<file path="src/design/css_defs.svh">
/*
 Constants of the card session sequencer: timing counts, register
 indexes, field positions and reset values.
 Assumes a 25 MHz system clock; included by bare name.
*/
`ifndef CSS_DEFS_SVH
`define CSS_DEFS_SVH

// Timing: clock period and sequencer tick in ns
`define CSS_CLK_NS 40
`define CSS_TICK_NS 25000
`define CSS_HALF_CYC ((`CSS_TICK_NS / 2) / `CSS_CLK_NS)
`define CSS_WAKE_CYC 1536

// Sequencer steps, counted in half ticks
`define CSS_ACT_VCC 3
`define CSS_ACT_IO 7
`define CSS_ACT_CLK 8
`define CSS_DE_CLK 1
`define CSS_DE_IO 2
`define CSS_DE_VCC 3
`define CSS_DE_OFF 7

// Register indexes; byte address is index times four
`define CSS_IDX_UART_CTRL 8'h03
`define CSS_IDX_POWER_CTRL 8'h07
`define CSS_IDX_MIXED_STATUS 8'h0c
`define CSS_IDX_HW_STATUS 8'h0f
`define CSS_IDX_CPU_POWER 8'h10

// Field positions
`define CSS_PC_ACTIVATE 0
`define CSS_PC_VOLT3 1
`define CSS_PC_RSTCTRL 2
`define CSS_PC_LOWVOLT 3
`define CSS_UC_RX_WAKE 4
`define CSS_UC_EXT_WAKE 7
`define CSS_MS_PRESENT 2
`define CSS_HS_SHUTDOWN 7
`define CSS_HS_OVERCUR 5
`define CSS_HS_SUPLOW 4
`define CSS_HS_PRESCHG 2
`define CSS_HS_OVERTEMP 0
`define CSS_CP_STOP_HIGH 0
`define CSS_CP_POWER_DOWN 1
`define CSS_CP_EXT_IRQ_EN 2

// Reset values and AXI4-Lite response codes
`define CSS_RST_CONTACTS 8'h80
`define CSS_RST_PINS 11'h000
`define CSS_RESP_OKAY 2'h0
`define CSS_RESP_SLVERR 2'h2

// Analogue trip points, realised by comparators outside this logic
`define CSS_RST_ILIM_MA 20
`define CSS_TEMP_LIMIT_C 150
`define CSS_DCIN_SWITCH_MV 3500

`endif

</file>
<file path="src/design/css_pkg.sv">
/*
 Types of the card session sequencer.
 Assumes nothing beyond a SystemVerilog compiler.
*/
package css_pkg;

	// Sequencer states
	typedef enum logic [1:0] {st_idle, st_act, st_on, st_deact} css_state_t;

	// Converter operating mode
	typedef enum logic [1:0] {cm_follower, cm_doubler, cm_tripler} css_conv_t;

	// Card contact controls, grounded is the most significant bit
	typedef struct packed {
		logic grounded;
		logic conv_run;
		logic vcc_on;
		logic io_high;
		logic clk_on;
		logic rst_en;
		logic vsel_3v;
		logic vsel_1v8;
	} css_contacts_t;

	// Asynchronous pin inputs
	typedef struct packed {
		logic card_detect;
		logic alarm;
		logic reset_pin;
		logic shutdown_in_n;
		logic vcc_oc;
		logic rst_oc;
		logic overtemp;
		logic dcin_high;
		logic rx_in;
		logic ext_irq_n;
		logic card_clk_src;
	} css_pins_t;

endpackage

</file>
<file path="src/design/css_sync.sv">
/*
 Two-stage synchroniser for all asynchronous pins of the sequencer.
 Assumes pins are quasi-static relative to the 25 MHz clock.
*/
`timescale 1ns/1ns
`include "css_defs.svh"
module css_sync
(
	input wire logic clk,
	input wire logic srst,
	input css_pkg::css_pins_t d,
	output css_pkg::css_pins_t q
);
	css_pkg::css_pins_t meta;

	// First stage feeds only the second stage
	always_ff @(posedge clk)
	begin
		if (srst)
		begin
			meta <= `CSS_RST_PINS;
			q <= `CSS_RST_PINS;
		end
		else
		begin
			meta <= d;
			q <= meta;
		end
	end
endmodule

</file>
<file path="src/design/css_top.sv">
/*
 Card session sequencer: activation, deactivation, emergency stop,
 status flags, supply and shutdown resets, wake-up, AXI4-Lite registers.
 Assumes analogue comparators drive the pin inputs and a card clock
 source arrives as an asynchronous input.
*/
// The implementer's own choices: the register offsets and the AXI4-Lite register port.
`timescale 1ns/1ns
`include "css_defs.svh"
module css_top
(
	input wire logic clk,
	input wire logic srst,
	input css_pkg::css_pins_t pins,
	input wire logic [31:0] s_axi_awaddr,
	input wire logic s_axi_awvalid,
	output logic s_axi_awready,
	input wire logic [31:0] s_axi_wdata,
	input wire logic [3:0] s_axi_wstrb,
	input wire logic s_axi_wvalid,
	output logic s_axi_wready,
	output logic [1:0] s_axi_bresp,
	output logic s_axi_bvalid,
	input wire logic s_axi_bready,
	input wire logic [31:0] s_axi_araddr,
	input wire logic s_axi_arvalid,
	output logic s_axi_arready,
	output logic [31:0] s_axi_rdata,
	output logic [1:0] s_axi_rresp,
	output logic s_axi_rvalid,
	input wire logic s_axi_rready,
	output css_pkg::css_contacts_t contacts,
	output logic card_clk,
	output logic card_rst,
	output css_pkg::css_conv_t conv_mode,
	output logic host_irq_n,
	output logic cpu_power_down
);
	// ************************************************************
	// Register decode
	// ************************************************************

	// Returns {hit, index}; shared by the read and write paths
	function automatic logic [8:0] reg_decode(input logic [31:0] a);
		logic [7:0] idx;
		logic hit;
		idx = a[9:2];
		hit = (a[31:10] == 22'h000000) && (idx == `CSS_IDX_UART_CTRL ||
			idx == `CSS_IDX_POWER_CTRL || idx == `CSS_IDX_MIXED_STATUS ||
			idx == `CSS_IDX_HW_STATUS || idx == `CSS_IDX_CPU_POWER);
		return {hit, idx};
	endfunction

	css_pkg::css_pins_t pin_s;
	css_pkg::css_pins_t pin_d;
	css_pkg::css_state_t state;
	css_pkg::css_contacts_t next_contacts;
	logic [8:0] presc;
	logic [3:0] step;
	logic [10:0] wake_cnt;
	logic [31:0] aw_addr;
	logic [31:0] w_data;
	logic [3:0] w_strb;
	logic [31:0] next_rdata;
	logic [8:0] wr_dec;
	logic [8:0] rd_dec;
	logic session_activate, volt_select, card_reset_ctrl, low_volt_select;
	logic rx_wake_en, ext_wake_en, clk_stop_high, ext_irq_enable;
	logic card_present_flag, presence_change_flag, overcurrent_flag;
	logic overtemp_flag, shutdown_flag, supply_low_flag;
	logic waking, sd_low_seen;
	logic half_tick, chip_rst, emerg, act_ok, oc, hs_rd, wr_go, wr_en;
	logic sd_fall, sd_rise, rx_fall, ext_fall, wake_evt;

	// Every pin passes two flops before use
	css_sync u_sync
	(
		.clk(clk),
		.srst(srst),
		.d(pins),
		.q(pin_s)
	);

	// Edge history of synchronised pins
	always_ff @(posedge clk)
	begin
		if (srst)
			pin_d <= `CSS_RST_PINS;
		else
			pin_d <= pin_s;
	end

	// ************************************************************
	// Reset and event conditions
	// ************************************************************

	// Alarm and reset pin reset the chip only once the card is idle
	assign sd_fall = pin_d.shutdown_in_n && !pin_s.shutdown_in_n;
	assign sd_rise = sd_low_seen && !pin_d.shutdown_in_n && pin_s.shutdown_in_n;
	assign chip_rst = srst || sd_rise ||
		((pin_s.alarm || pin_s.reset_pin) && state == css_pkg::st_idle);
	assign oc = pin_s.vcc_oc || pin_s.rst_oc;
	assign emerg = !pin_s.card_detect || oc || pin_s.overtemp ||
		pin_s.alarm || pin_s.reset_pin;
	assign act_ok = pin_s.card_detect && !pin_s.alarm && !emerg;
	assign half_tick = (presc == 9'(`CSS_HALF_CYC - 1));
	assign rx_fall = pin_d.rx_in && !pin_s.rx_in;
	assign ext_fall = pin_d.ext_irq_n && !pin_s.ext_irq_n;
	assign wake_evt = (card_present_flag != pin_s.card_detect) || oc ||
		pin_s.reset_pin || (ext_wake_en && ext_irq_enable &&
		(ext_fall || (rx_fall && rx_wake_en)));

	// Remember that shutdown was entered so exit is a real edge
	always_ff @(posedge clk)
	begin
		if (chip_rst)
			sd_low_seen <= 1'b0;
		else if (sd_fall)
			sd_low_seen <= 1'b1;
	end

	// ************************************************************
	// Sequencer
	// ************************************************************

	// Half-tick divider, held in idle and on, restarted on leaving act, so that
	// both sequences count whole half ticks from their first contact change
	always_ff @(posedge clk)
	begin
		if (chip_rst || half_tick || state == css_pkg::st_idle || state == css_pkg::st_on ||
			(state == css_pkg::st_act && (emerg || !session_activate)))
			presc <= 9'h000;
		else
			presc <= presc + 9'h001;
	end

	// Session state machine
	always_ff @(posedge clk)
	begin
		if (chip_rst)
		begin
			state <= css_pkg::st_idle;
			step <= 4'h0;
		end
		else
		begin
			unique case (state)
				css_pkg::st_idle:
					if (session_activate && act_ok)
					begin
						state <= css_pkg::st_act;
						step <= 4'h0;
					end
				css_pkg::st_act, css_pkg::st_on:
					if (emerg || !session_activate)
					begin
						state <= css_pkg::st_deact;
						step <= 4'h0;
					end
					else if (state == css_pkg::st_act && half_tick)
					begin
						if (step == 4'(`CSS_ACT_CLK - 1))
							state <= css_pkg::st_on;
						step <= step + 4'h1;
					end
				css_pkg::st_deact:
					if (half_tick)
					begin
						if (step == 4'(`CSS_DE_OFF - 1))
							state <= css_pkg::st_idle;
						step <= step + 4'h1;
					end
			endcase
		end
	end

	// Contact controls from state and step
	always_comb
	begin
		next_contacts = `CSS_RST_CONTACTS;
		next_contacts.vsel_3v = volt_select;
		next_contacts.vsel_1v8 = low_volt_select;
		unique case (state)
			css_pkg::st_idle:
				next_contacts.grounded = 1'b1;
			css_pkg::st_act:
			begin
				next_contacts.grounded = 1'b0;
				next_contacts.conv_run = 1'b1;
				next_contacts.vcc_on = step >= 4'(`CSS_ACT_VCC);
				next_contacts.io_high = step >= 4'(`CSS_ACT_IO);
			end
			css_pkg::st_on:
			begin
				next_contacts.grounded = 1'b0;
				next_contacts.conv_run = 1'b1;
				next_contacts.vcc_on = 1'b1;
				next_contacts.io_high = 1'b1;
				next_contacts.clk_on = 1'b1;
				next_contacts.rst_en = 1'b1;
			end
			css_pkg::st_deact:
			begin
				next_contacts.grounded = 1'b0;
				next_contacts.conv_run = 1'b1;
				next_contacts.vcc_on = step < 4'(`CSS_DE_VCC);
				next_contacts.io_high = step < 4'(`CSS_DE_IO);
				next_contacts.clk_on = step < 4'(`CSS_DE_CLK);
			end
		endcase
	end

	// Contact outputs; sleep parks the clock at the chosen level
	always_ff @(posedge clk)
	begin
		if (chip_rst)
		begin
			contacts <= `CSS_RST_CONTACTS;
			card_clk <= 1'b0;
			card_rst <= 1'b0;
		end
		else
		begin
			contacts <= next_contacts;
			if (!next_contacts.clk_on)
				card_clk <= 1'b0;
			else if (cpu_power_down)
				card_clk <= clk_stop_high;
			else
				card_clk <= pin_s.card_clk_src;
			card_rst <= next_contacts.rst_en && card_reset_ctrl;
		end
	end

	// Converter mode from input level and target voltage
	always_ff @(posedge clk)
	begin
		if (chip_rst)
			conv_mode <= css_pkg::cm_follower;
		else if (low_volt_select || (pin_s.dcin_high && volt_select))
			conv_mode <= css_pkg::cm_follower;
		else if (pin_s.dcin_high || volt_select)
			conv_mode <= css_pkg::cm_doubler;
		else
			conv_mode <= css_pkg::cm_tripler;
	end

	// ************************************************************
	// Status flags and interrupt
	// ************************************************************

	// Hardware sets win over the clear-on-read of the status register
	always_ff @(posedge clk)
	begin
		if (chip_rst)
		begin
			card_present_flag <= 1'b0;
			presence_change_flag <= 1'b0;
			overcurrent_flag <= 1'b0;
			overtemp_flag <= 1'b0;
			shutdown_flag <= 1'b0;
		end
		else
		begin
			card_present_flag <= pin_s.card_detect;
			if (card_present_flag != pin_s.card_detect)
				presence_change_flag <= 1'b1;
			else if (hs_rd)
				presence_change_flag <= 1'b0;
			if (oc)
				overcurrent_flag <= 1'b1;
			else if (hs_rd)
				overcurrent_flag <= 1'b0;
			if (pin_s.overtemp)
				overtemp_flag <= 1'b1;
			else if (hs_rd)
				overtemp_flag <= 1'b0;
			if (sd_fall)
				shutdown_flag <= 1'b1;
			else if (hs_rd)
				shutdown_flag <= 1'b0;
		end
	end

	// Supply-low is set by every internal reset and needs an alarm-free read to clear
	always_ff @(posedge clk)
	begin
		if (chip_rst)
			supply_low_flag <= 1'b1;
		else if (hs_rd && !pin_s.alarm)
			supply_low_flag <= 1'b0;
	end

	// Interrupt low during reset and while any event flag other than supply-low is pending
	always_ff @(posedge clk)
	begin
		if (chip_rst)
			host_irq_n <= 1'b0;
		else
			host_irq_n <= !(presence_change_flag || overcurrent_flag ||
				overtemp_flag || shutdown_flag);
	end

	// ************************************************************
	// Power-down and wake-up
	// ************************************************************

	// Waking holds power-down for the oscillator restart time
	always_ff @(posedge clk)
	begin
		if (chip_rst)
		begin
			cpu_power_down <= 1'b0;
			waking <= 1'b0;
			wake_cnt <= 11'h000;
		end
		else if (waking)
		begin
			if (wake_cnt == 11'(`CSS_WAKE_CYC - 1))
			begin
				cpu_power_down <= 1'b0;
				waking <= 1'b0;
				wake_cnt <= 11'h000;
			end
			else
				wake_cnt <= wake_cnt + 11'h001;
		end
		else if (cpu_power_down && wake_evt)
			waking <= 1'b1;
		else if (wr_en && wr_dec[7:0] == `CSS_IDX_CPU_POWER)
			cpu_power_down <= w_data[`CSS_CP_POWER_DOWN];
	end

	// ************************************************************
	// Registers and AXI4-Lite slave
	// ************************************************************

	assign wr_dec = reg_decode(aw_addr);
	assign rd_dec = reg_decode(s_axi_araddr);
	assign wr_go = !s_axi_awready && !s_axi_wready && !s_axi_bvalid;
	assign wr_en = wr_go && wr_dec[8] && w_strb[0];
	assign hs_rd = s_axi_arvalid && s_axi_arready && rd_dec[8] &&
		rd_dec[7:0] == `CSS_IDX_HW_STATUS;

	// Software registers; emergency clear beats a write for safety
	always_ff @(posedge clk)
	begin
		if (chip_rst)
		begin
			session_activate <= 1'b0;
			volt_select <= 1'b0;
			card_reset_ctrl <= 1'b0;
			low_volt_select <= 1'b0;
			rx_wake_en <= 1'b0;
			ext_wake_en <= 1'b0;
			clk_stop_high <= 1'b0;
			ext_irq_enable <= 1'b0;
		end
		else
		begin
			if (emerg)
				session_activate <= 1'b0;
			else if (wr_en && wr_dec[7:0] == `CSS_IDX_POWER_CTRL)
				session_activate <= w_data[`CSS_PC_ACTIVATE] && act_ok;
			if (wr_en && wr_dec[7:0] == `CSS_IDX_POWER_CTRL)
			begin
				volt_select <= w_data[`CSS_PC_VOLT3];
				card_reset_ctrl <= w_data[`CSS_PC_RSTCTRL];
				low_volt_select <= w_data[`CSS_PC_LOWVOLT];
			end
			if (wr_en && wr_dec[7:0] == `CSS_IDX_UART_CTRL)
			begin
				rx_wake_en <= w_data[`CSS_UC_RX_WAKE];
				ext_wake_en <= w_data[`CSS_UC_EXT_WAKE];
			end
			if (wr_en && wr_dec[7:0] == `CSS_IDX_CPU_POWER)
			begin
				clk_stop_high <= w_data[`CSS_CP_STOP_HIGH];
				ext_irq_enable <= w_data[`CSS_CP_EXT_IRQ_EN];
			end
		end
	end

	// Read mux; unmapped indexes return zero; the data ignores address bits above 9, only the response checks them
	always_comb
	begin
		next_rdata = 32'h00000000;
		unique case (rd_dec[7:0])
			`CSS_IDX_POWER_CTRL:
				next_rdata[3:0] = {low_volt_select, card_reset_ctrl,
					volt_select, session_activate};
			`CSS_IDX_UART_CTRL:
			begin
				next_rdata[`CSS_UC_RX_WAKE] = rx_wake_en;
				next_rdata[`CSS_UC_EXT_WAKE] = ext_wake_en;
			end
			`CSS_IDX_MIXED_STATUS:
				next_rdata[`CSS_MS_PRESENT] = card_present_flag;
			`CSS_IDX_HW_STATUS:
			begin
				next_rdata[`CSS_HS_SHUTDOWN] = shutdown_flag;
				next_rdata[`CSS_HS_OVERCUR] = overcurrent_flag;
				next_rdata[`CSS_HS_SUPLOW] = supply_low_flag;
				next_rdata[`CSS_HS_PRESCHG] = presence_change_flag;
				next_rdata[`CSS_HS_OVERTEMP] = overtemp_flag;
			end
			`CSS_IDX_CPU_POWER:
				next_rdata[2:0] = {ext_irq_enable, cpu_power_down, clk_stop_high};
			default:
				next_rdata = 32'h00000000;
		endcase
	end

	// Write channels: address and data taken independently
	always_ff @(posedge clk)
	begin
		if (srst)
		begin
			s_axi_awready <= 1'b1;
			s_axi_wready <= 1'b1;
			s_axi_bvalid <= 1'b0;
			s_axi_bresp <= `CSS_RESP_OKAY;
			aw_addr <= 32'h00000000;
			w_data <= 32'h00000000;
			w_strb <= 4'h0;
		end
		else
		begin
			if (s_axi_awvalid && s_axi_awready)
			begin
				s_axi_awready <= 1'b0;
				aw_addr <= s_axi_awaddr;
			end
			if (s_axi_wvalid && s_axi_wready)
			begin
				s_axi_wready <= 1'b0;
				w_data <= s_axi_wdata;
				w_strb <= s_axi_wstrb;
			end
			if (wr_go)
			begin
				s_axi_bvalid <= 1'b1;
				s_axi_bresp <= wr_dec[8] ? `CSS_RESP_OKAY : `CSS_RESP_SLVERR;
			end
			if (s_axi_bvalid && s_axi_bready)
			begin
				s_axi_bvalid <= 1'b0;
				s_axi_awready <= 1'b1;
				s_axi_wready <= 1'b1;
			end
		end
	end

	// Read channel: data one cycle after the address is taken
	always_ff @(posedge clk)
	begin
		if (srst)
		begin
			s_axi_arready <= 1'b1;
			s_axi_rvalid <= 1'b0;
			s_axi_rdata <= 32'h00000000;
			s_axi_rresp <= `CSS_RESP_OKAY;
		end
		else if (s_axi_arvalid && s_axi_arready)
		begin
			s_axi_arready <= 1'b0;
			s_axi_rvalid <= 1'b1;
			s_axi_rdata <= next_rdata;
			s_axi_rresp <= rd_dec[8] ? `CSS_RESP_OKAY : `CSS_RESP_SLVERR;
		end
		else if (s_axi_rvalid && s_axi_rready)
		begin
			s_axi_rvalid <= 1'b0;
			s_axi_arready <= 1'b1;
		end
	end

	// ************************************************************
	// Checks
	// ************************************************************

	localparam int VCC_DLY = `CSS_ACT_VCC * `CSS_HALF_CYC;
	localparam int CLK_DLY = `CSS_ACT_CLK * `CSS_HALF_CYC;
	localparam int DE_VCC_AGE = `CSS_DE_VCC * `CSS_HALF_CYC + 1;
	logic [11:0] act_age;
	logic [11:0] deact_age;

	// Cycle counters since converter start and since deactivation began
	always_ff @(posedge clk)
	begin
		act_age <= contacts.conv_run ? act_age + 12'h001 : 12'h000;
		deact_age <= (state == css_pkg::st_deact) ? deact_age + 12'h001 : 12'h000;
	end
endmodule

</file>
<file path="config.mk">
export PLATFORM = sky130hd
export DESIGN_NAME = css_top
export DESIGN_NICKNAME = d
export VERILOG_FILES = /design/src/design/css_pkg.sv /design/src/design/css_sync.sv /design/src/design/css_top.sv
export VERILOG_INCLUDE_DIRS = /design/src /design/src/design
export SDC_FILE = /design/constraint.sdc
export NUM_CORES = 1
export LEC_CHECK = 0
export BUFFER_PORTS_ARGS = -buffer_cell sky130_fd_sc_hd__buf_4
export CAP_MARGIN = 15
export CELL_PAD_IN_SITES_DETAIL_PLACEMENT = 1
export CELL_PAD_IN_SITES_GLOBAL_PLACEMENT = 1
export CORE_MARGIN = 2
export CORE_UTILIZATION = 37
export CTS_CLUSTER_DIAMETER = 50
export DETAILED_ROUTE_END_ITERATION = 6
export PLACE_DENSITY = 0.78
export SYNTH_ARGS = -nofsm -noshare
export SYNTH_HDL_FRONTEND = slang
export SYNTH_SLANG_ARGS = --single-unit
</file>
<file path="constraint.sdc">
create_clock -name clk -period 2.6 [get_ports clk]
set_clock_uncertainty 0.15 [all_clocks]
set_input_delay 0.52 -clock clk [delete_from_list [all_inputs] [get_ports clk]]
set_output_delay 0.52 -clock clk [all_outputs]
set_load 0.1 [all_outputs]
</file>
## After elaboration in Yosys (flattened, before gate mapping)

Cells that the tools add are included.

| storage, ports and cells | value |
|---|---|
| latch bits | 0 |
| word-level logic and storage cells | 242 |
| flip-flop bits (word level) | 138 |
| memories kept | 0 |
| memory bits (writable) | 0 |
| ROM bits | 0 |
| output and inout bits | 55 |

| cells by class | value |
|---|---|
| order comparisons | 5 |
| divide/modulo/power cells | 0 |
| eq/ne operators | 25 |
| $add $sub $neg | 3 |
| mux-type cells | 44 |
| bitwise logic cells | 1 |
| reductions and logical operators | 95 |
| multipliers | 0 |
| shifts and indexed selects | 0 |

Operator list:

| cell | number |
|---|---|
| $logic_not A22 Y1 | 2 |
| $logic_and A1 B1 Y1 | 35 |
| $eq A8 B4 Y1 const B | 4 |
| $logic_or A1 B1 Y1 | 30 |
| $mux W1 | 20 |
| $mux W2 | 9 |
| $eq A8 B2 Y1 const B | 2 |
| $eq A8 B3 Y1 const B | 2 |
| $eq A8 B5 Y1 const B | 2 |
| $mux W4 | 4 |
| $logic_not A1 Y1 | 12 |
| $pmux W4 S3 | 1 |
| $reduce_bool A2 Y1 | 6 |
| $add A11 B1 Y11 const B | 1 |
| $eq A11 B11 Y1 const B | 1 |
| $mux W11 | 1 |
| $pmux W1 S2 | 5 |
| $reduce_or A2 Y1 | 5 |
| $add A9 B1 Y9 const B | 1 |
| $eq A9 B9 Y1 const B | 1 |
| $pmux W3 S3 | 1 |
| $eq A4 B3 Y1 const B | 2 |
| $lt A4 B2 Y1 const B | 2 |
| $ne A2 B2 Y1 const B | 3 |
| 17 further kinds | 21 |

## Longest topological paths before layout

Gate-level depths: netlist of run 1.

| logic depth | value |
|---|---|
| depth after elaboration | 12 |
| gate-level depth with buffers | 7 |
| gate-level depth less buffers | 7 |

## By module

From an unflattened synthesis of run 1, not the netlist that was laid out.

| unflattened totals | value |
|---|---|
| cell total of the unflattened synthesis | 635 |
| area total of the unflattened synthesis | 5504.0 µm² |

By module, submodules not included:

| module | times used | area each (µm²) | cells each |
|---|---|---|---|
| css_top | 1 | 4863.4 | 589 |
| css_sync | 1 | 640.6 | 46 |

## Worst setup path before layout of run 1

No wires, ideal clock.

| path | value |
|---|---|
| path kind | reg-to-reg |
| start | reg s_axi_wready |
| end | reg cpu_power_down |
| period minus slack after synthesis | 2.503 ns |
| data required time | 2.334 ns |
| buffers on the path | 1 |
| setup slack | 0.097 ns |
| cell stages (with the launch flop) | 7 |
| arrival time | 2.237 ns |
| cell sequence | dfxtp_1 > clkbuf_1 > nor3_1 > nand4_1 > nor4_2 > o22ai_1 > a41o_1 |

| on the way | value |
|---|---|
| word-level cells in the longest chain between the ends | 8 |

Ends and longest elaborated chain:

| element | RTL line | RTL |
|---|---|---|
| from (decl) | css_top.sv:21 | `output logic s_axi_wready,` |
| from (signal assigned) | css_top.sv:420 | `s_axi_wready <= 1'b1;` |
| from (signal assigned) | css_top.sv:436 | `s_axi_wready <= 1'b0;` |
| from (signal assigned) | css_top.sv:449 | `s_axi_wready <= 1'b1;` |
| $logic_not A1 Y1 | css_top.sv:340 | `assign wr_go = !s_axi_awready && !s_axi_wready && !s_axi_bvalid;` |
| $logic_and A1 B1 Y1 (2 in series) | css_top.sv:340 |  |
| $logic_and A1 B1 Y1 (2 in series) | css_top.sv:341 | `assign wr_en = wr_go && wr_dec[8] && w_strb[0];` |
| $logic_and A1 B1 Y1 (no line) | -- |  |
| $reduce_bool A2 Y1 (no line) | -- |  |
| $reduce_and A3 Y1 (no line) | -- |  |
| to (signal assigned) | css_top.sv:331 | `` cpu_power_down <= w_data[`CSS_CP_POWER_DOWN]; `` |
| to (decl) | css_top.sv:37 | `output logic cpu_power_down` |

Every way passes these cells.
A chain may end at the register's enable or synchronous reset.

## Final worst setup path of run 1

| path | value |
|---|---|
| start | reg state[0] |
| end | reg step[1] |

| on the way | value |
|---|---|
| word-level cells in the longest chain between the ends | 4 |
| elaborated cells between the ends (all ways) | 13 |

Ends and longest elaborated chain:

| element | RTL line | RTL |
|---|---|---|
| from (decl) | css_top.sv:56 | `css_pkg::css_state_t state;` |
| from (signal assigned) | css_top.sv:142 | `state <= css_pkg::st_idle;` |
| from (signal assigned) | css_top.sv:151 | `state <= css_pkg::st_act;` |
| from (signal assigned) | css_top.sv:157 | `state <= css_pkg::st_deact;` |
| $eq A2 B2 Y1 / $eq A2 B1 Y1 (equally long branches) | css_top.sv:147, css_top.sv:160 |  |
| $reduce_or A2 Y1 / $logic_and A1 B1 Y1 (equally long branches) | css_top.sv:147, css_top.sv:160 |  |
| $ne A3 B3 Y1 (no line) | -- |  |
| $reduce_and A3 Y1 (no line) | -- |  |
| to (signal assigned) | css_top.sv:164 | `step <= step + 4'h1;` |
| to (signal assigned) | css_top.sv:171 | `step <= step + 4'h1;` |
| to (decl) | css_top.sv:59 | `logic [3:0] step;` |

Parallel ways exist; a longest one is shown, timed or not.

==> impl_metrics.csv, run 1 <==
group,metric,value,unit
timing,drv_slew,0,
layout,area_delta_synth_final,29.5,%
critical_path,critPathBufInv,1,
detailed_routing,routed_wirelength,14200,um
floorplan,chipHeight,124,um
logic_synthesis,synth.distinct_cells,59,
critical_path,r2r_start,"state[0]$_SDFFE_PP0P_",
clock_network,cts_tree,"yes",
logic_synthesis,yosys_warnings,0,
critical_path,cp_top_family,"compound AO/OA/AOI/OAI gates",
hold_path,worst_hold_path.endpoint,"s_axi_awready$_SDFFE_PP1P_",
clock_network,cts_sinks,132,
logic_synthesis,ys.flop_type,"dfxtp_1",
global_route,grt_pass1_vias,4845,
timing,timing.fmax,0.426,GHz
hold_path,hold_path.class,"input port to register",
timing,min_period_over_period,90.4,%
clock_network,insertion_delay,0.42,ns
global_route,gr-usage-all-layers,18.8,%
layout,antennaDiodeCount,0,
layout,fillers,1680,
logic_synthesis,ys_seq_area_share,49.2,%
clock_network,htree_levels,4,
placement,dpl.hpwl,10200,um
clock_network,root_buffer,"clkbuf_16",
critical_path,worst_r2r_endpoint,"step[1]$_SDFFE_PP0P_",
critical_path,crit_type,"register to register",
placement,place_congestion,0.845,
outcome,status,"finished clean",
power,p_leak,0.00286,uW
detailed_routing,wl_per_cell,15.3,um
hold_path,min-delay-start,"s_axi_awvalid",
logic_synthesis,mappedNetlistArea,5370,um^2
clock_network,cts_buffer_depth,2,
layout,final_core_util,48.4,%
layout,regArea,2640,um^2
timing,worstMarginPinSlew,1.04,ns
timing,slew_headroom,30.9,%
power,power_density,763,nW/um^2
hold_path,hold_depth,2,
detailed_routing,ant_nets,0,
logic_synthesis,synth_edf_count,0,
clock_network,path_clk_slew,0.05,ns
clock_network,cts_setup_buffers,0,
clock_network,cts-resized-gates,0,
floorplan,io_pins,173,
layout,drive_above_1_share,22.0,%
floorplan,initial_core_util,37.4,%
floorplan,placementRows,44,
critical_path,max_stage_delay,0.50,ns
placement,port_buffers,112,
critical_path,r2r_cells,6,
global_route,grt_pass1_wl,23700,um
detailed_routing,vias_per_cell,5.06,
logic_synthesis,postSynth.asyncResetShare,0,%
floorplan,die_area,15500,um^2
detailed_routing,remaining_drc_errors,0,
critical_path,r2r_slack,0.25,ns
critical_path,critPathMaxFanout,6,
timing,rsz0062_at_grt,"no",
logic_synthesis,synthCells,612,
critical_path,cp-end-kind,"register",
floorplan,core,14400,um^2
critical_path,crit_slowest_cell,"or4b_1",
timing,min_period,2.35,ns
critical_path,cp-start-kind,"register",
timing,setup_viol,0,
clock_network,numCtsBuffers,17,
floorplan,die_w,124,um
global_route,overflow,0,
global_route,grt_max_degree,54,
power,irDropWorstVdd,0.488,mV
timing,hold_violations,0,
logic_synthesis,syn_avg_cell_area,8.77,um^2
layout,nets,856,
critical_path,crit_required,2.79,ns
layout,multiInputGateArea,2480,um^2
detailed_routing,dr.pass1.iters,4,
critical_path,cp_cell_sequence,"inv_1 -> ha_1 -> a31oi_1 -> o221ai_2 -> or4b_1 -> a21oi_1",
logic_synthesis,synth_seq_cells,132,
detailed_routing,drt_iter0_markers,234,
clock_network,postCtsHoldBufs,0,
global_route,grt_antenna_before_repair,0,
detailed_routing,routed-via-count,4690,
critical_path,arrival,2.54,ns
timing,tns,0,ns
run,cap_violations,0,
-- through the flow --
stage	cell area [um^2]	setup WS [ns]	cells	hold slack (ns)	total power [uW]
after detailed placement	6320	0.180	894	0.281	2820
after global placement	6320	0.234	894	0.276	2800
after CTS	6950	0.260	926	0.138	5350
after floorplan	5470	0.0968	638	0.264	2660
final	6950	0.250	926	0.157	5310
after global routing	6950	0.105	926	0.161	5500
-- report_power, final --
part           leakage [uW]  switching (uW)  internal (uW)
Clock              0.000303             852           1670
Combinational       0.00148             462            175
Sequential          0.00108            46.4           2100
Total               0.00286            1360           3950
-- how the worst max path moves through the flow --
stage	endpoint	start	depth (start not counted)
detailed placement	overcurrent_flag$_SDFFE_PP0P_	s_axi_araddr[16]	6
finish	step[1]$_SDFFE_PP0P_	state[0]$_SDFFE_PP0P_	6
global route	step[1]$_SDFFE_PP0P_	state[0]$_SDFFE_PP0P_	6
CTS	step[1]$_SDFFE_PP0P_	state[0]$_SDFFE_PP0P_	6
floorplan	cpu_power_down$_SDFFE_PP0P_	s_axi_wready$_SDFFE_PP1P_	6
global placement	overcurrent_flag$_SDFFE_PP0P_	s_axi_araddr[16]	6
-- per-layer routing --
metal  share of wire [%]  GRT usage, %  vias up  wire [um]
met5                   0             0        -          0
met4                 2.0          7.47        0        286
met3                 4.7          4.73       19        667
met2                  49          32.4      141       6890
met1                  45          22.5     2241       6320
li1                    -             -     2289          -
-- logic make-up (layout without fill, tap and decap cells) --
| family | count (synthesis) | count (layout) | synth area share (%) |
|---|---|---|---|
| simple gates | 279 | 279 | 25.7 |
| flops | 132 | 132 | 49.2 |
| compound gates | 100 | 100 | 12.0 |
| buf+inv | 65 | 169 | 6.43 |
| xor+xnor | 18 | 18 | 2.94 |
| fa+ha+maj | 9 | 9 | 2.10 |
| mux | 8 | 8 | 1.51 |
| other cells | 1 | 27 | 0.0698 |
-- worst reg2reg max path, cell delays in order (launching register included) --
cell      delay, ns
dfxtp_1        0.36
inv_1          0.09
ha_1           0.39
a31oi_1        0.40
o221ai_2       0.25
or4b_1         0.50
a21oi_1        0.15
-- cells in the final DEF, fill, tap and decap left out, drive strengths merged, types with 2 or more instances in the layout --
cell type  instances
a211oi             4
a21boi             2
a21oi             53
a221oi             5
a311oi             2
a31oi              3
and2               5
and3               3
and3b              2
and4               2
buf              121
bufinv             4
clkbuf            23
clkinv             3
clkinvlp           2
conb              27
dfxtp            132
ha                 9
inv               16
mux2i              7
nand2            102
nand2b             2
nand3             24
nand4              8
nor2              54
nor2b             32
nor3              14
nor3b              2
nor4              16
o211ai             2
o21ai             10
o31ai              4
or2                2
or4                5
or4b               2
xnor2              9
xor2               9
-- synthesized netlist by cell type (2+ instances only) --
cell	count	share of area [%]
dfxtp_1	132	49
nand2_1	102	7.1
nor2_1	54	3.8
a21oi_1	53	4.9
nor2b_1	32	3.7
buf_4	27	3.8
nand3_1	24	2.2
clkbuf_1	18	1.3
inv_1	16	1.1
nor4_1	15	1.7
nor3_1	11	1.0
o21ai_0	10	0.93
ha_1	9	2.1
xnor2_1	9	1.5
xor2_1	9	1.5
nand4_1	8	0.93
mux2i_1	7	1.3
a221oi_1	5	0.82
and2_1	5	0.58
or4_1	5	0.70
a211oi_1	4	0.56
buf_1	4	0.28
o31ai_1	4	0.56
a31oi_1	3	0.35
and3_1	3	0.35
a21boi_0	2	0.28
a311oi_1	2	0.33
and3b_1	2	0.33
and4_1	2	0.33
nand2b_1	2	0.23
nor3_2	2	0.37
nor3b_1	2	0.28
o211ai_1	2	0.28
or2_2	2	0.23
-- flip-flops by register name (all words and copies together), names as in the netlist, 2 cells and up --
name,count
conv_mode,2
u_sync.meta,11
aw_addr,30
w_data,6
u_sync.q,11
step,4
s_axi_rdata,7
state,2
contacts,8
pin_d,3
presc,9
wake_cnt,11
-- final cells by class --
type,instances,area share (%)
Clock inverter,9,2.16
Tap cell,184,3.31
Inverter,16,0.864
Timing Repair Buffer,121,13.1
Sequential cell,132,38.0
Clock buffer,23,6.87
Multi-Input combinational cell,441,35.7
(Power assumes the default switching activity.)
==> run 2: changes to the inputs <==
ABC_AREA = 1   (was default)
BUFFER_PORTS_ARGS = -buffer_cell sky130_fd_sc_hd__buf_2   (was -buffer_cell sky130_fd_sc_hd__buf_4)
CAP_MARGIN = 20   (was 15)
CORE_UTILIZATION = 36   (was 37)
PLACE_DENSITY = 0.79   (was 0.78)
==> run 2 against run 1 <==
Effect of this change:
- synthesized cell count increased by 22%
- die area grew 6.3%
- maximum frequency up 23%
- largest cell class unchanged
==> impl_metrics.csv, run 2 <==
group,metric,value,unit
hold_path,hold_path.class,"input port to register",
logic_synthesis,synth_top_area_share,47.5,%
logic_synthesis,postSynth.asyncResetShare,0,%
clock_network,root_buffer,"clkbuf_16",
logic_synthesis,synth_seq_cells,132,
clock_network,cts_setup_buffers,0,
logic_synthesis,synth.distinct_cells,48,
layout,largest_reg_flops,30,
global_route,grt_antenna_before_repair,0,
floorplan,initial_core_util,36.7,%
hold_path,min-delay-start,"pins[3]",
logic_synthesis,synth_most_common_cell,"nor2_1",
timing,whs,0.153,ns
floorplan,chipHeight,128,um
logic_synthesis,synth_area_leaders,"dfxtp_1 47%, nor2_1 13%, nand2_1 7.0%",
detailed_routing,remaining_drc_errors,0,
layout,final_cell_mix,"186 x nor2_1, 132 x dfxtp_1, 112 x buf_2",
layout,regMostFlops,"aw_addr",
placement,port_buffers,112,
floorplan,placementRows,45,
critical_path,cp_top_family,"buffers and inverters",
floorplan,io_pins,173,
critical_path,cp-start-kind,"register",
critical_path,arrival,1.25,ns
critical_path,cp_cell_sequence,"buf_2",
hold_path,hold_depth,3,
global_route,grt_pass1_wl,23700,um
clock_network,cts_buffer_depth,2,
global_route,grt_max_degree,46,
layout,antennaDiodeCount,0,
detailed_routing,ant_nets,0,
power,power_density,752,nW/um^2
detailed_routing,routed-via-count,4993,
critical_path,critPathMaxFanout,4,
critical_path,cp-end-kind,"primary output",
critical_path,r2r_slack,0.69,ns
floorplan,die_area,16500,um^2
floorplan,die_w,128,um
timing,drv_slew,0,
global_route,grt_pass1_vias,5019,
layout,area_delta_synth_final,22.1,%
outcome,status,"finished clean",
critical_path,worst_r2r_endpoint,"presc[2]$_SDFF_PP0_",
timing,min_period,1.92,ns
timing,rsz0062_at_grt,"no",
layout,drive_above_1_share,19.2,%
timing,hold_violations,0,
placement,pre_cts_slack,0.510,ns
layout,fillers,1937,
logic_synthesis,ys_seq_area_share,47.5,%
layout,final_common_cell,"nor2_1",
critical_path,r2r_start,"state[0]$_SDFFE_PP0P_",
power,total_power,5110,uW
timing,min_period_over_period,73.7,%
critical_path,cp_num_cells,1,
run,cap_violations,0,
detailed_routing,drt_iter0_markers,255,
timing,worst_slack,0.684,ns
detailed_routing,routed_wirelength,14100,um
logic_synthesis,synth_commonest_cells,"186 x nor2_1, 132 x dfxtp_1, 104 x nand2_1",
logic_synthesis,synthCells,749,
detailed_routing,wl_per_cell,13.2,um
critical_path,crit_slowest_cell,"buf_2",
logic_synthesis,yosys_warnings,0,
clock_network,htree_levels,4,
power,p_leak,0.00307,uW
clock_network,insertion_delay,0.42,ns
detailed_routing,vias_per_cell,4.67,
logic_synthesis,syn_avg_cell_area,7.43,um^2
clock_network,cts-resized-gates,0,
layout,nets,996,
logic_synthesis,yosysTopAreaCell,"dfxtp_1",
critical_path,max_stage_delay,0.46,ns
critical_path,crit_required,1.93,ns
logic_synthesis,mappedNetlistArea,5560,um^2
global_route,gr-usage-all-layers,18.3,%
clock_network,postCtsHoldBufs,0,
clock_network,numCtsBuffers,17,
detailed_routing,dr.pass1.iters,4,
timing,setup_viol,0,
critical_path,r2r_cells,5,
placement,place_congestion,0.776,
critical_path,critPathBufInv,1,
clock_network,path_clk_slew,0.06,ns
hold_path,worst_hold_path.endpoint,"u_sync.meta[3]$_SDFF_PP0_",
placement,dpl.hpwl,10400,um
logic_synthesis,ys.flop_type,"dfxtp_1",
critical_path,crit_type,"register to primary output",
floorplan,core,15100,um^2
timing,timing.fmax,0.522,GHz
clock_network,cts_sinks,132,
timing,tns,0,ns
global_route,overflow,0,
clock_network,cts_tree,"yes",
layout,final_core_util,44.8,%
power,irDropWorstVdd,0.487,mV
logic_synthesis,synth_edf_count,0,
[run 2: changes by cell type after synthesis, sizes merged, moves of 13 or more]
cell	delta
o21ai	+50
inv	+71
nor4	-13
a21oi	-20
nor2	+135
nor2b	-32
[run 2: routing by layer]
layer | share of wire (%) | global-route usage, % | vias to the layer above | wire, um
met5 | 0 | 0 | - | 0
met4 | 1.7 | 6.72 | 0 | 237
met3 | 4.2 | 5.63 | 18 | 595
met2 | 49 | 31.1 | 95 | 6870
met1 | 46 | 21.7 | 2332 | 6430
li1 | - | - | 2548 | -
[run 2: layout make-up]
cell class / count / area (um^2) / share of cell area (%)
Clock buffer: 23 / 478 / 7.04
Clock inverter: 9 / 93.8 / 1.38
Inverter: 88 / 330 / 4.86
Sequential cell: 132 / 2640 / 38.9
Multi-Input combinational cell: 512 / 2410 / 35.4
Timing Repair Buffer: 118 / 606 / 8.92
Tap cell: 188 / 235 / 3.46
[run 2: cell families after synthesis]
family / after synthesis / share of synthesized area, %
compound gates: 107 / 10.8
xor+xnor: 9 / 1.42
fa+ha+maj: 9 / 2.02
buf+inv: 131 / 11.0
flops: 132 / 47.5
other cells: 1 / 0.0674
simple gates: 360 / 27.2
[run 2: where the power goes]
group | total, uW | internal [uW] | switching [uW]
clock | 2310 | 1400 | 908
sequential | 2160 | 2110 | 46.9
combinational | 644 | 142 | 502
[run 2: stage by stage]
step	area (um^2)	std cells
3_5_place_dp	6220	1038
4_1_cts	6790	1070
5_1_grt	6790	1070
3_3_place_gp	6220	1038
6_report	6790	1070
2_1_floorplan	5660	775
[run 2: how the worst max path moves through the flow]
| stage | slack (ns) | from | endpoint |
|---|---|---|---|
| 2_1_floorplan | 0.45 | s_axi_arready$_SDFFE_PP1P_ | supply_low_flag$_SDFFE_PP1P_ |
| 3_3_place_gp | 0.54 | s_axi_araddr[9] | supply_low_flag$_SDFFE_PP1P_ |
| 3_5_place_dp | 0.51 | s_axi_araddr[9] | presence_change_flag$_SDFFE_PP0P_ |
| 4_1_cts | 0.66 | cpu_power_down$_SDFFE_PP0P_ | cpu_power_down |
| 5_1_grt | 0.51 | wake_cnt[0]$_SDFFE_PP0P_ | wake_cnt[3]$_SDFFE_PP0P_ |
| 6_report | 0.68 | cpu_power_down$_SDFFE_PP0P_ | cpu_power_down |
==> run 3: changes to the inputs <==
clock period = 1.8 ns   (was 2.6 ns; I/O delays follow)
==> run 3 against run 2 <==
Effect of this change:
- cell count up 3.1%
- highest routed layer unchanged
- critical path depth up 8
- die area stayed put
- via count up 2.1%
- critical endpoint is now cpu_power_down$_SDFFE_PP0P_
- clock power grew 49%
- design area rose by 6.5%
==> impl_metrics.csv, run 3 (synthesized netlist as in run 2, its figures left out) <==
group,metric,value,unit
outcome,status,"finished clean",
critical_path,arrival,1.90,ns
placement,pre_cts_slack,-0.0276,ns
layout,largest_reg_flops,30,
floorplan,initial_core_util,36.7,%
timing,worstMarginPinSlew,0.512,ns
critical_path,r2r_slack,0.06,ns
critical_path,worst_r2r_endpoint,"cpu_power_down$_SDFFE_PP0P_",
floorplan,chipHeight,128,um
critical_path,cp_common_cell,"nand2_1",
critical_path,cp-start-kind,"register",
placement,place_congestion,0.789,
power,p_leak,0.00327,uW
layout,area_delta_synth_final,30.0,%
detailed_routing,ant_nets,0,
placement,port_buffers,112,
clock_network,htree_levels,4,
floorplan,die_area,16500,um^2
critical_path,cp_cell_sequence,"or2_1 -> nor2_2 -> nand2_2 -> nor2_4 -> nand4_1 -> nand2_1 -> nand3_1 -> nand2_1 -> nor2_1",
layout,stdcell_count,1103,
timing,min_period,1.74,ns
detailed_routing,remaining_drc_errors,0,
clock_network,numCtsBuffers,17,
critical_path,crit_slowest_cell,"dfxtp_1",
layout,final_area,7230,um^2
hold_path,hold_depth,3,
floorplan,placementRows,45,
critical_path,max_stage_delay,0.31,ns
power,power_density,1040,nW/um^2
clock_network,insertion_delay,0.43,ns
timing,whs,0.0321,ns
critical_path,cp_top_family,"simple AND/OR/NAND/NOR gates",
timing,tns,0,ns
timing,timing.fmax,0.576,GHz
global_route,grt_pass1_wl,23200,um
detailed_routing,routed-via-count,5097,
global_route,grt_pass1_vias,4999,
layout,fillers,1908,
clock_network,cts_buffer_depth,2,
clock_network,path_clk_slew,0.06,ns
global_route,grt_max_degree,46,
critical_path,crit_required,1.96,ns
layout,final_cell_mix,"177 x nor2_1, 124 x dfxtp_1, 112 x buf_2",
timing,worst_slack,0.0649,ns
hold_path,min-delay-start,"s_axi_awaddr[18]",
critical_path,r2r_cells,9,
clock_network,cts_sinks,132,
critical_path,critPathBufInv,0,
layout,final_common_cell,"nor2_1",
hold_path,hold_path.class,"input port to register",
detailed_routing,routed_wirelength,14500,um
global_route,gr-usage-all-layers,17.8,%
clock_network,cts_tree,"yes",
placement,dpl.hpwl,10400,um
timing,min_period_over_period,96.4,%
layout,multiInputGateArea,2540,um^2
layout,drive_above_1_share,24.4,%
placement,placement.cell_area,6350,um^2
critical_path,crit_type,"register to register",
detailed_routing,dr.pass1.iters,4,
detailed_routing,wl_per_cell,13.1,um
critical_path,r2r_start,"aw_addr[25]$_SDFFE_PP0P_",
timing,drv_slew,0,
timing,hold_violations,0,
timing,setup_viol,0,
floorplan,core,15100,um^2
floorplan,die_w,128,um
detailed_routing,drt_iter0_markers,233,
hold_path,worst_hold_path.endpoint,"aw_addr[18]$_SDFFE_PP0P_",
clock_network,root_buffer,"clkbuf_16",
timing,rsz0062_at_grt,"yes",
layout,nets,1029,
global_route,grt_antenna_before_repair,0,
layout,regMostFlops,"aw_addr",
floorplan,io_pins,173,
layout,regArea,2650,um^2
detailed_routing,vias_per_cell,4.62,
power,irDropWorstVdd,0.699,mV
critical_path,cp-end-kind,"register",
layout,antennaDiodeCount,0,
global_route,overflow,0,
placement,dp_cells,1055,
timing,slew_headroom,66.1,%
run,cap_violations,0,
critical_path,startpoint,"aw_addr[25]$_SDFFE_PP0P_",
critical_path,critPathMaxFanout,5,
-- run 3: worst max path at each step --
stage                                        end  slack [ns]  cells past startpoint
floorplan           supply_low_flag$_SDFFE_PP1P_        0.02                      7
global placement    supply_low_flag$_SDFFE_PP1P_       -0.03                      8
detailed placement  supply_low_flag$_SDFFE_PP1P_       -0.03                      8
CTS                     wake_cnt[9]$_SDFFE_PP0P_        0.02                      7
global route               state[0]$_SDFFE_PP0P_       -0.06                     10
finish               cpu_power_down$_SDFFE_PP0P_        0.06                      9
-- run 3: repair_timing --
item | in CTS | in global routing
gates resized for setup | 2 | 34
pin swaps | 0 | 13
setup endpoints to repair | 5 | 22
hold endpoints to repair | 13 | 0
buffers inserted | 0 | 3
hold buffers | 13 | 0
-- run 3: through the flow --
stage,utilization [%],total power [uW]
3_5_place_dp,42.0,4120
5_1_grt,47.7,7840
6_report,47.7,7540
4_1_cts,46.8,7610
2_1_floorplan,-,3940
3_3_place_gp,42.0,4100
-- run 3: worst register-to-register path, delay by kind of cell, from the launching register on --
family           cells  cell delay [ns]
and+or+nand+nor      9             1.17
DFF                  1             0.31
-- run 3: layout make-up --
cell class                      instances  area share [%]
Clock buffer                           18            6.07
Clock inverter                         14            2.11
Inverter                               88            4.57
Multi-Input combinational cell        512            35.1
Sequential cell                       132            36.7
Tap cell                              188            3.25
Timing Repair Buffer                  151            12.2
-- run 3: layer usage --
metal  part of all wire [%]  vias to the layer above  GRT usage (%)  routed length, um
met5                      0                        -              0                  0
met2                     49                       95           31.2               7150
met3                    4.4                       17           5.30                632
met1                     45                     2367           20.7               6460
met4                    1.5                        0           6.40                213
li1                       -                     2618              -                  -
-- run 3: where the power goes --
part	switching, uW	internal (uW)	total [uW]
combinational	736	241	977
clock	1350	2090	3440
sequential	70.8	3050	3120
